**config.mk**
```make
export PLATFORM = sky130hd
export DESIGN_NAME = input_group_event_conditioner
export DESIGN_NICKNAME = d
export VERILOG_FILES = /design/src/verilog/igec_pkg.sv /design/src/verilog/igec_channel.sv /design/src/verilog/input_group_event_conditioner.sv
export VERILOG_INCLUDE_DIRS = /design/src /design/src/verilog
export SDC_FILE = /design/constraint.sdc
export NUM_CORES = 2
export LEC_CHECK = 0
export ABC_AREA = 0
export BUFFER_PORTS_ARGS = -buffer_cell sky130_fd_sc_hd__buf_2
export CAP_MARGIN = 40
export CORE_ASPECT_RATIO = 0.7
export CORE_UTILIZATION = 44
export DETAILED_ROUTE_END_ITERATION = 12
export SYNTH_ARGS = -nofsm -noshare
export SYNTH_HDL_FRONTEND = slang
export SYNTH_HIERARCHICAL = 1
export SYNTH_SLANG_ARGS = --single-unit
```
**constraint.sdc**
```tcl
create_clock -name aclk -period 5.3 [get_ports aclk]
set_input_delay 0.53 -clock aclk [delete_from_list [all_inputs] [get_ports aclk]]
set_output_delay 0.53 -clock aclk [all_outputs]
set_load 0.05 [all_outputs]
```
**src/verilog/igec_cfg.svh**
```systemverilog
// Constants for the input group event conditioner: offsets, resets, timing
`ifndef IGEC_CFG_SVH
`define IGEC_CFG_SVH
`define CLK_PERIOD_NS 25
`define MS_TIME_NS    1000000
`define MS_CYCLES     (`MS_TIME_NS / `CLK_PERIOD_NS)
`define WIN_TIME_MS   100
`define NUM_CH        12
`define NUM_GRP       3
`define GRP_FIELD_W   4
`define OFF_GROUP     8'h00
`define OFF_CH_BASE   8'h10
`define OFF_LEVEL     8'h40
`define OFF_INT_STAT  8'h44
`define OFF_INT_MASK  8'h48
`define GROUP_RESET   12'h222
`define CH_RESET      32'h0101_0100
`define RESP_OKAY     2'h0
`define RESP_SLVERR   2'h2
`endif

```
**src/verilog/igec_pkg.sv**
```systemverilog
// Types shared by the input group event conditioner
package igec_pkg;
  typedef enum logic [1:0] {FUNC_DISCRETE = 2'h0, FUNC_COUNTER = 2'h1, FUNC_TSTAMP = 2'h2} func_type;
  typedef enum logic [1:0] {EDGE_BOTH = 2'h0, EDGE_RISE = 2'h1, EDGE_FALL = 2'h2} edge_type;
  typedef enum logic {DEB_STEADY = 1'b0, DEB_INTEG = 1'b1} deb_type;
  // Group field, one nibble per group
  typedef struct packed {
    logic       dechat;
    logic       deb_sel;
    logic [1:0] func;
  } grp_cfg_type;
  // Channel register layout
  typedef struct packed {
    logic [7:0] chat_time;
    logic [7:0] chat_count;
    logic [7:0] debounce;
    logic [4:0] unused;
    logic [1:0] edge_sel;
    logic       disabled;
  } ch_cfg_type;
  // Per-channel filter state
  typedef struct packed {
    logic       level;
    logic       event_q;
    logic [7:0] cnt;
    logic [7:0] chat_n;
    logic [7:0] win;
    logic       suppress;
  } chan_state_type;
  // Top-level state
  typedef struct packed {
    logic [11:0]       sync1;
    logic [11:0]       sync2;
    logic [15:0]       ms_div;
    logic              ms_tick;
    logic [7:0]        win_div;
    logic              win_tick;
    logic [11:0]       grp;
    logic [11:0][31:0] ch;
    logic [11:0]       int_stat;
    logic [11:0]       int_mask;
    logic              irq;
    logic              awready;
    logic              wready;
    logic              aw_got;
    logic              w_got;
    logic [7:0]        waddr;
    logic [31:0]       wdata;
    logic [3:0]        wstrb;
    logic              bvalid;
    logic [1:0]        bresp;
    logic              arready;
    logic              rvalid;
    logic [31:0]       rdata;
    logic [1:0]        rresp;
  } top_state_type;
endpackage

```
**src/verilog/igec_channel.sv**
```systemverilog
// One input channel: debounce, edge selection and dechatter
`timescale 1ns/100ps
`include "igec_cfg.svh"
module igec_channel (
  // Clock and reset
  input  wire logic            aclk,
  input  wire logic            aresetn,
  // Time bases
  input  wire logic            ms_tick,
  input  wire logic            win_tick,
  // Synchronised field level and configuration
  input  wire logic            raw,
  input  wire igec_pkg::ch_cfg_type cfg,
  input  wire logic            deb_sel,
  input  wire logic            dechat_en,
  // Conditioned outputs
  output logic                 level,
  output logic                 event_q
);
  import igec_pkg::*;
  chan_state_type s;       // Registered state
  chan_state_type next_s;  // Next state

  // Filter, edge and dechatter decisions
  always_comb begin
    logic chg;
    logic edge_ok;
    chg     = 1'b0;
    edge_ok = 1'b0;
    next_s  = s;
    next_s.event_q = 1'b0;
    if (cfg.disabled) begin
      next_s = '0;  // Channel off holds zero
    end else begin
      if (cfg.debounce == 8'h00) begin
        next_s.cnt = 8'h00;
        chg = (raw != s.level);  // No added delay
      end else if (deb_sel == DEB_STEADY) begin
        if (raw == s.level) begin
          next_s.cnt = 8'h00;  // Change reverted, timing restarts
        end else if (ms_tick) begin
          if (s.cnt + 8'h01 >= cfg.debounce) begin
            chg = 1'b1;  // Held for the full time
            next_s.cnt = 8'h00;
          end else begin
            next_s.cnt = s.cnt + 8'h01;
          end
        end
      end else begin
        // Up/down integrator saturating at the filter time
        if (ms_tick && raw && s.cnt < cfg.debounce) begin
          next_s.cnt = s.cnt + 8'h01;
        end else if (ms_tick && !raw && s.cnt != 8'h00) begin
          next_s.cnt = s.cnt - 8'h01;
        end
        chg = (!s.level && next_s.cnt >= cfg.debounce) || (s.level && next_s.cnt == 8'h00);
      end
      if (chg) begin
        next_s.level = ~s.level;
      end
      // Edge qualification
      case (cfg.edge_sel)
        EDGE_BOTH: edge_ok = chg;
        EDGE_RISE: edge_ok = chg && !s.level;
        EDGE_FALL: edge_ok = chg && s.level;
        default:   edge_ok = 1'b0;  // Undefined code gives no events
      endcase
      if (!dechat_en) begin
        // Chatter settings ignored when off
        next_s.chat_n   = 8'h00;
        next_s.win      = 8'h00;
        next_s.suppress = 1'b0;
        next_s.event_q  = edge_ok;
      end else begin
        // Window runs from the first counted edge
        if (win_tick && s.chat_n != 8'h00) begin
          if (s.win + 8'h01 >= cfg.chat_time) begin
            next_s.win      = 8'h00;
            next_s.chat_n   = 8'h00;
            next_s.suppress = 1'b0;  // Window over, events resume
          end else begin
            next_s.win = s.win + 8'h01;
          end
        end
        if (edge_ok && !next_s.suppress) begin
          next_s.event_q = 1'b1;
          next_s.chat_n  = next_s.chat_n + 8'h01;
          // Limit reached, mute the rest of the window
          if (next_s.chat_n >= cfg.chat_count) begin
            next_s.suppress = 1'b1;
          end
        end
      end
    end
  end

  // State register
  always_ff @(posedge aclk) begin
    if (!aresetn) begin
      s <= '0;
    end else begin
      s <= next_s;
    end
  end

  assign level   = s.level;
  assign event_q = s.event_q;
endmodule // igec_channel

```
**src/verilog/input_group_event_conditioner.sv**
```systemverilog
// Input group event conditioner for channels 4 to 15 with AXI4-Lite registers
//
// Summary of operation
// - Group function code, time stamping after reset
// - Steady debounce: change held full time
// - Integrating debounce: up/down count reaches time
// - Group dechatter enable for counter and time-stamp groups, ignored when off or for discrete groups
// - Disabled channel stops, output held zero
// - Edge select: both, rising or falling
// - Debounce time 0 to 255 ms
// - Debounce time zero bypasses filtering
// - Chatter count limit 1 to 255
// - Chatter window 1 to 255 x 100 ms
//
// Local design decisions: the register offsets and register access over AXI4-Lite.
`timescale 1ns/100ps
`include "igec_cfg.svh"
module input_group_event_conditioner #(
  parameter int MS_CYCLES = `MS_CYCLES  // Cycles per millisecond tick
) (
  // Clock and reset
  input  wire logic        aclk,
  input  wire logic        aresetn,
  // Field inputs, channel 4 at bit 0
  input  wire logic [11:0] field_in,
  // Conditioned outputs to the time-stamp logic
  output logic [11:0]      cond_level,
  output logic [11:0]      cond_event,
  output logic [5:0]       group_function,
  output logic             irq,
  // AXI4-Lite write channels
  input  wire logic [7:0]  awaddr,
  input  wire logic        awvalid,
  output logic             awready,
  input  wire logic [31:0] wdata,
  input  wire logic [3:0]  wstrb,
  input  wire logic        wvalid,
  output logic             wready,
  output logic [1:0]       bresp,
  output logic             bvalid,
  input  wire logic        bready,
  // AXI4-Lite read channels
  input  wire logic [7:0]  araddr,
  input  wire logic        arvalid,
  output logic             arready,
  output logic [31:0]      rdata,
  output logic [1:0]       rresp,
  output logic             rvalid,
  input  wire logic        rready
);
  import igec_pkg::*;

  localparam logic [4:0] IDX_GROUP = 5'd0;   // Group settings
  localparam logic [4:0] IDX_LEVEL = 5'd13;  // Live levels
  localparam logic [4:0] IDX_STAT  = 5'd14;  // Sticky events
  localparam logic [4:0] IDX_MASK  = 5'd15;  // Interrupt mask
  localparam logic [4:0] IDX_NONE  = 5'd31;  // Unmapped
  localparam logic [15:0] MS_LAST  = 16'(MS_CYCLES - 1);
  localparam logic [7:0]  WIN_LAST = 8'(`WIN_TIME_MS - 1);

  top_state_type s;       // Registered state
  top_state_type next_s;  // Next state
  logic [11:0]   lvl;     // Channel levels
  logic [11:0]   evt;     // Channel event pulses

  // Word address to register index; 1 to 12 are channels
  function automatic logic [4:0] decode(input logic [7:0] a);
    logic [7:0] off;
    off = a - `OFF_CH_BASE;
    if (a[1:0] != 2'b00) begin
      decode = IDX_NONE;
    end else if (a == `OFF_GROUP) begin
      decode = IDX_GROUP;
    end else if (a >= `OFF_CH_BASE && a < `OFF_LEVEL) begin
      decode = 5'(off[7:2]) + 5'd1;
    end else if (a == `OFF_LEVEL) begin
      decode = IDX_LEVEL;
    end else if (a == `OFF_INT_STAT) begin
      decode = IDX_STAT;
    end else if (a == `OFF_INT_MASK) begin
      decode = IDX_MASK;
    end else begin
      decode = IDX_NONE;
    end
  endfunction

  // Byte-lane merge of a write into a stored word
  function automatic logic [31:0] merge(input logic [31:0] old, input logic [31:0] nw, input logic [3:0] strb);
    logic [31:0] r;
    r = old;
    for (int b = 0; b < 4; b++) begin
      if (strb[b]) begin
        r[8*b +: 8] = nw[8*b +: 8];
      end
    end
    merge = r;
  endfunction

  // Next-state logic for time bases, registers and bus
  always_comb begin
    logic [4:0]  widx;
    logic [4:0]  ridx;
    logic [31:0] w1c;
    logic [31:0] tmp;
    widx   = decode(s.waddr);
    ridx   = decode(araddr);
    w1c    = 32'h0000_0000;
    tmp    = 32'h0000_0000;
    next_s = s;
    // Two-stage synchroniser; only the second stage feeds the filters
    next_s.sync1 = field_in;
    next_s.sync2 = s.sync1;
    // Millisecond enable from the clock divider
    next_s.ms_tick = 1'b0;
    if (s.ms_div >= MS_LAST) begin
      next_s.ms_div  = 16'h0000;
      next_s.ms_tick = 1'b1;
    end else begin
      next_s.ms_div = s.ms_div + 16'h0001;
    end
    // 100 ms chatter window enable
    next_s.win_tick = 1'b0;
    if (s.ms_tick) begin
      if (s.win_div >= WIN_LAST) begin
        next_s.win_div  = 8'h00;
        next_s.win_tick = 1'b1;
      end else begin
        next_s.win_div = s.win_div + 8'h01;
      end
    end
    // Address and data may arrive in either order
    if (awvalid && s.awready) begin
      next_s.aw_got = 1'b1;
      next_s.waddr  = awaddr;
    end
    if (wvalid && s.wready) begin
      next_s.w_got = 1'b1;
      next_s.wdata = wdata;
      next_s.wstrb = wstrb;
    end
    // Perform the write once both halves are held
    if (s.aw_got && s.w_got && !s.bvalid) begin
      next_s.aw_got = 1'b0;
      next_s.w_got  = 1'b0;
      next_s.bvalid = 1'b1;
      next_s.bresp  = `RESP_OKAY;
      if (widx == IDX_GROUP) begin
        tmp = merge({20'h0_0000, s.grp}, s.wdata, s.wstrb);
        next_s.grp = tmp[11:0];  // Function, filter type, dechatter
      end else if (widx >= 5'd1 && widx <= 5'd12) begin
        next_s.ch[widx - 5'd1] = merge(s.ch[widx - 5'd1], s.wdata, s.wstrb);
      end else if (widx == IDX_STAT) begin
        w1c = merge(32'h0000_0000, s.wdata, s.wstrb);
      end else if (widx == IDX_MASK) begin
        tmp = merge({20'h0_0000, s.int_mask}, s.wdata, s.wstrb);
        next_s.int_mask = tmp[11:0];
      end else if (widx == IDX_LEVEL) begin
        next_s.bresp = `RESP_OKAY;  // Read-only, write ignored
      end else begin
        next_s.bresp = `RESP_SLVERR;  // Unmapped address
      end
    end else if (s.bvalid && bready) begin
      next_s.bvalid = 1'b0;
    end
    next_s.awready = !next_s.aw_got && !next_s.bvalid;
    next_s.wready  = !next_s.w_got && !next_s.bvalid;
    // A new event beats a clear in the same cycle
    next_s.int_stat = (s.int_stat & ~w1c[11:0]) | evt;
    next_s.irq      = |(next_s.int_stat & next_s.int_mask);
    // Read channel: one read at a time
    if (arvalid && s.arready) begin
      next_s.arready = 1'b0;
      next_s.rvalid  = 1'b1;
      next_s.rresp   = `RESP_OKAY;
      case (ridx)
        IDX_GROUP: next_s.rdata = {20'h0_0000, s.grp};
        IDX_LEVEL: next_s.rdata = {20'h0_0000, lvl};
        IDX_STAT:  next_s.rdata = {20'h0_0000, s.int_stat};
        IDX_MASK:  next_s.rdata = {20'h0_0000, s.int_mask};
        IDX_NONE: begin
          next_s.rdata = 32'h0000_0000;
          next_s.rresp = `RESP_SLVERR;
        end
        default:   next_s.rdata = s.ch[ridx - 5'd1];
      endcase
    end else if (s.rvalid && rready) begin
      next_s.rvalid  = 1'b0;
      next_s.arready = 1'b1;
    end
  end

  // State register with reset defaults
  always_ff @(posedge aclk) begin
    if (!aresetn) begin
      s          <= '0;
      s.grp      <= `GROUP_RESET;  // Time stamping by default
      s.ch       <= {`NUM_CH{`CH_RESET}};
      s.awready  <= 1'b1;
      s.wready   <= 1'b1;
      s.arready  <= 1'b1;
    end else begin
      s <= next_s;
    end
  end

  // One conditioner per channel, settings from its group
  generate
    for (genvar i = 0; i < `NUM_CH; i++) begin : g_ch
      grp_cfg_type gc;
      assign gc = s.grp[`GRP_FIELD_W*(i/4) +: `GRP_FIELD_W];
      igec_channel u_ch (
        .aclk      (aclk),
        .aresetn   (aresetn),
        .ms_tick   (s.ms_tick),
        .win_tick  (s.win_tick),
        .raw       (s.sync2[i]),
        .cfg       (ch_cfg_type'(s.ch[i])),
        .deb_sel   (gc.deb_sel),
        .dechat_en (gc.dechat && gc.func != FUNC_DISCRETE),  // Counter and event inputs only
        .level     (lvl[i]),
        .event_q   (evt[i])
      );
    end
    for (genvar g = 0; g < `NUM_GRP; g++) begin : g_fn
      assign group_function[2*g +: 2] = s.grp[`GRP_FIELD_W*g +: 2];
    end
  endgenerate

  // Outputs straight from flip-flops
  assign cond_level = lvl;
  assign cond_event = evt;
  assign irq        = s.irq;
  assign awready    = s.awready;
  assign wready     = s.wready;
  assign bvalid     = s.bvalid;
  assign bresp      = s.bresp;
  assign arready    = s.arready;
  assign rvalid     = s.rvalid;
  assign rdata      = s.rdata;
  assign rresp      = s.rresp;
endmodule // input_group_event_conditioner

```
==> flow_metrics.tcl <==
set metrics [dict create \
    p_sw_w 0.00489 \
    drcViolationCount 0 \
    placed_cells 9725 \
    power_density_mw_per_mm2 230 \
    clk_latency_ns 0.76 \
    syn_area_per_cell_um2 8.21 \
    required_ns 5.97 \
    io_buffers 140 \
    yosysTopAreaCell "dfxtp_1" \
    p_seq_share_pct 41.4 \
    ioPinCount 143 \
    syn_to_final_growth_pct 9.43 \
    yosysMostFrequentCell "dfxtp_1" \
    initialDrtViolationCount 8066 \
    n_fill_cell 14200 \
    finalSetupViolCount 0 \
    num_vias 62000 \
    hold_path.class "in -> reg" \
    die_h_um 324 \
    via_per_inst 6.25 \
    yosysWarnings 6 \
    crit_path_start_kind "flip-flop" \
    intPower_w 0.0115 \
    crit_fanout 29 \
    p_sw_share_pct 29.9 \
    hold_viol_final 0 \
    slew_headroom_pct 35.3 \
    worstMarginPinSlew_ns 0.970 \
    skew_ns 0.0294 \
    grt_pass1_wl_mm 369 \
    report.final.slew_viol_count 0 \
    clock-root-buffer "clkbuf_16" \
    yosysSeqAreaShare_pct 27.1 \
    num_rows 117 \
    cts.sinks 880 \
    grt_use_total_pct 32.5 \
    gp_congestion 0.965 \
    pwr-share-clk_pct 44.0 \
    cts_tree "yes" \
    status "finished, final reports clean" \
    slowest_delay_ns 0.69 \
    endpoint_kind "flip-flop" \
    clk_transition_reported_paths_ns 0.06 \
    layout.nets 8564 \
    die_width_um 461 \
    cpMostUsedCell "inv_1" \
    cp_data_arrival_time_ns 5.67 \
    antenna_found_initial 12 \
    synth.cell_area_mm2 0.0650 \
    leakage_nw 27.4 \
    cts_setup_buffers 0 \
    fin_cells 9935 \
    first_pass_iters 7 \
    tns_ns 0 \
    hpwl_mm 188 \
    synth-edff-count 0 \
    maxCapViolCount 0 \
    netlist_top_cells_area "dfxtp_1 27%, ha_1 12%, mux4_2 6.1%" \
    grt_pass1_vias 56400 \
    start_util_pct 44.5 \
    drt_wl_total_mm 248 \
    syn_inst 7918 \
    combPwrFrac_pct 14.7 \
    peakVddDrop_mv 0.246 \
    cts_htree_levels 3 \
    synth_cell_types 107 \
    min_from "wdata[28]" \
    cts_buffer_depth 3 \
    grt_start_max_net_pins 189 \
    overflow 0 \
    crit_slowest_cell "o31ai_1" \
    final_antenna_net_count 0 \
    synthArstFlopShare_pct 0 \
    synth_ff_type "dfxtp_1" \
    period_needed_ns 5.00 \
    fin_crit_sh_pct 94.4 \
    worstPathCellList "inv_1, ha_1, nor4b_2, a21boi_1, o21ai_4, inv_1, ha_1, inv_1, xnor2_2, nor2_4, nand3_1, buf_4, o31ai_1, buf_4" \
    rsz0062_at_grt "false" \
    yosys_register_bits 880 \
    core_area_mm2 0.146 \
    die_area_mm2 0.149 \
    clock.fmax_mhz 200 \
    synth_commonest_cells "880 x dfxtp_1, 870 x nor2_1, 818 x nand2_1" \
    wire_per_inst_um 25.0 \
    synth_top_area_share_pct 27.1 \
    drive_gt1_share_pct 12.0 \
    rr_startpoint "s[79]" \
    numCtsBuffers 96 \
    cp-startpoint "s[79]" \
    worstSetupPathType "reg -> reg" \
]
metal layers:
metal  global-route usage (%)  up-vias  part of all wire [%]
li1                         -    28500                     -
met1                     49.7    29800                    46
met2                     43.4     3300                    38
met3                     8.29      456                    12
met4                     10.2        8                   3.4
met5                        0        -                 0.021
state kept, by name (all words and copies together) (netlist names), 6 cells and up:
register,cells
g_ch.gc,6
g_ch.u_ch/event_q,12
rdata,32
g_ch.u_ch/level,12
g_ch.u_ch/s,300
s,492
group_function,6
next_s,12
power groups by stage:
stage / Clock (W) / Combinational (W) / Sequential (W)
floorplan: 0 / 0.00149 / 0.00687
global placement: 0 / 0.00229 / 0.00691
detailed placement: 0 / 0.00230 / 0.00691
CTS: 0.00729 / 0.00232 / 0.00676
global route: 0.00754 / 0.00249 / 0.00677
finish: 0.00720 / 0.00240 / 0.00677
repair_timing:
item | 4_1_cts | 5_1_grt
hold buffers | 27 | 0
endpoints found under the hold margin | 27 | 0
gates resized for setup | 0 | 1
setup endpoints to repair | 0 | 1
placed cells by master (no fill, tap or decap), types with 28 or more instances in the layout:
cell / Yosys / layout
nor2b_1: 45 / 45
or3_1: 68 / 68
mux4_2: 176 / 176
nor2_1: 870 / 870
o211ai_1: 63 / 63
nor3_1: 254 / 254
nand2b_1: 88 / 88
nand4_1: 53 / 53
a31o_2: 34 / 34
xnor2_1: 222 / 220
buf_2: 115 / 141
o21ai_0: 255 / 250
o31ai_1: 130 / 130
nor4_1: 72 / 72
inv_1: 443 / 443
a22oi_1: 95 / 95
a21oi_1: 520 / 519
or2_2: 37 / 37
and3_1: 135 / 135
nand3_1: 321 / 319
a221oi_1: 43 / 43
nand2_1: 818 / 817
a21o_1: 121 / 121
xor2_1: 137 / 136
a221o_1: 34 / 34
and2_1: 108 / 107
mux2_2: 28 / 28
o21a_1: 41 / 41
ha_1: 603 / 601
mux2i_1: 66 / 66
clkbuf_16: 0 / 97
a211oi_1: 74 / 74
a31oi_1: 48 / 48
dfxtp_1: 880 / 876
or4_1: 52 / 52
buf_4: 76 / 187
worst paths after layout:
kind	slack, ns	depth (start not counted)	endpoint
setup / recovery	0.30	14	s[377]
hold / removal	0.04	3	s[71]
setup reg to reg	0.30	14	s[377]
hold reg to reg	0.43	1	s[535]
worst max-delay path: cells and delay by family, from the launching register on:
family,cells,cell delay [ns]
xor+xnor,1,0.20
buf+inv,5,1.14
compound gates,3,1.30
flops,1,0.37
fa+ha+maj,2,0.52
simple gates,3,1.39
layout make-up:
class	instances	area [um^2]	area share, %
diodes	4	10.0	0.0141
clock buffers	133	2740	3.86
clock inverters	43	510	0.718
inverters	445	1680	2.36
multi-input cells	6092	43400	61.0
flip-flops and latches	880	17600	24.8
well taps	1963	2460	3.45
repair buffers	375	2730	3.83
metrics by stage:
step / utilization, % / cell area [um^2] / hold WS, ns / total power, W / worst slack (ns)
after floorplan: - / 65000 / 0.412 / 0.00836 / 0.438
after global placement: 46.1 / 67400 / 0.422 / 0.00920 / 0.114
after detailed placement: 46.3 / 67500 / 0.417 / 0.00921 / 0.534
after CTS: 48.7 / 71100 / 0.000500 / 0.0164 / 0.463
after global routing: 48.7 / 71100 / 0.0220 / 0.0168 / 0.0850
final: 48.7 / 71100 / 0.0398 / 0.0164 / 0.298
kinds of logic after synthesis:
group	Yosys count	share of synthesized area, %
flip-flops	880	27.1
buffers and inverters	947	6.35
multiplexers	270	7.60
adder cells (fa/ha/maj)	603	11.6
AO/OA/AOI/OAI	1818	19.6
XOR/XNOR	363	4.94
other	1	0.00577
AND/OR/NAND/NOR	3036	22.8
Power figures use the tool's default switching activity.
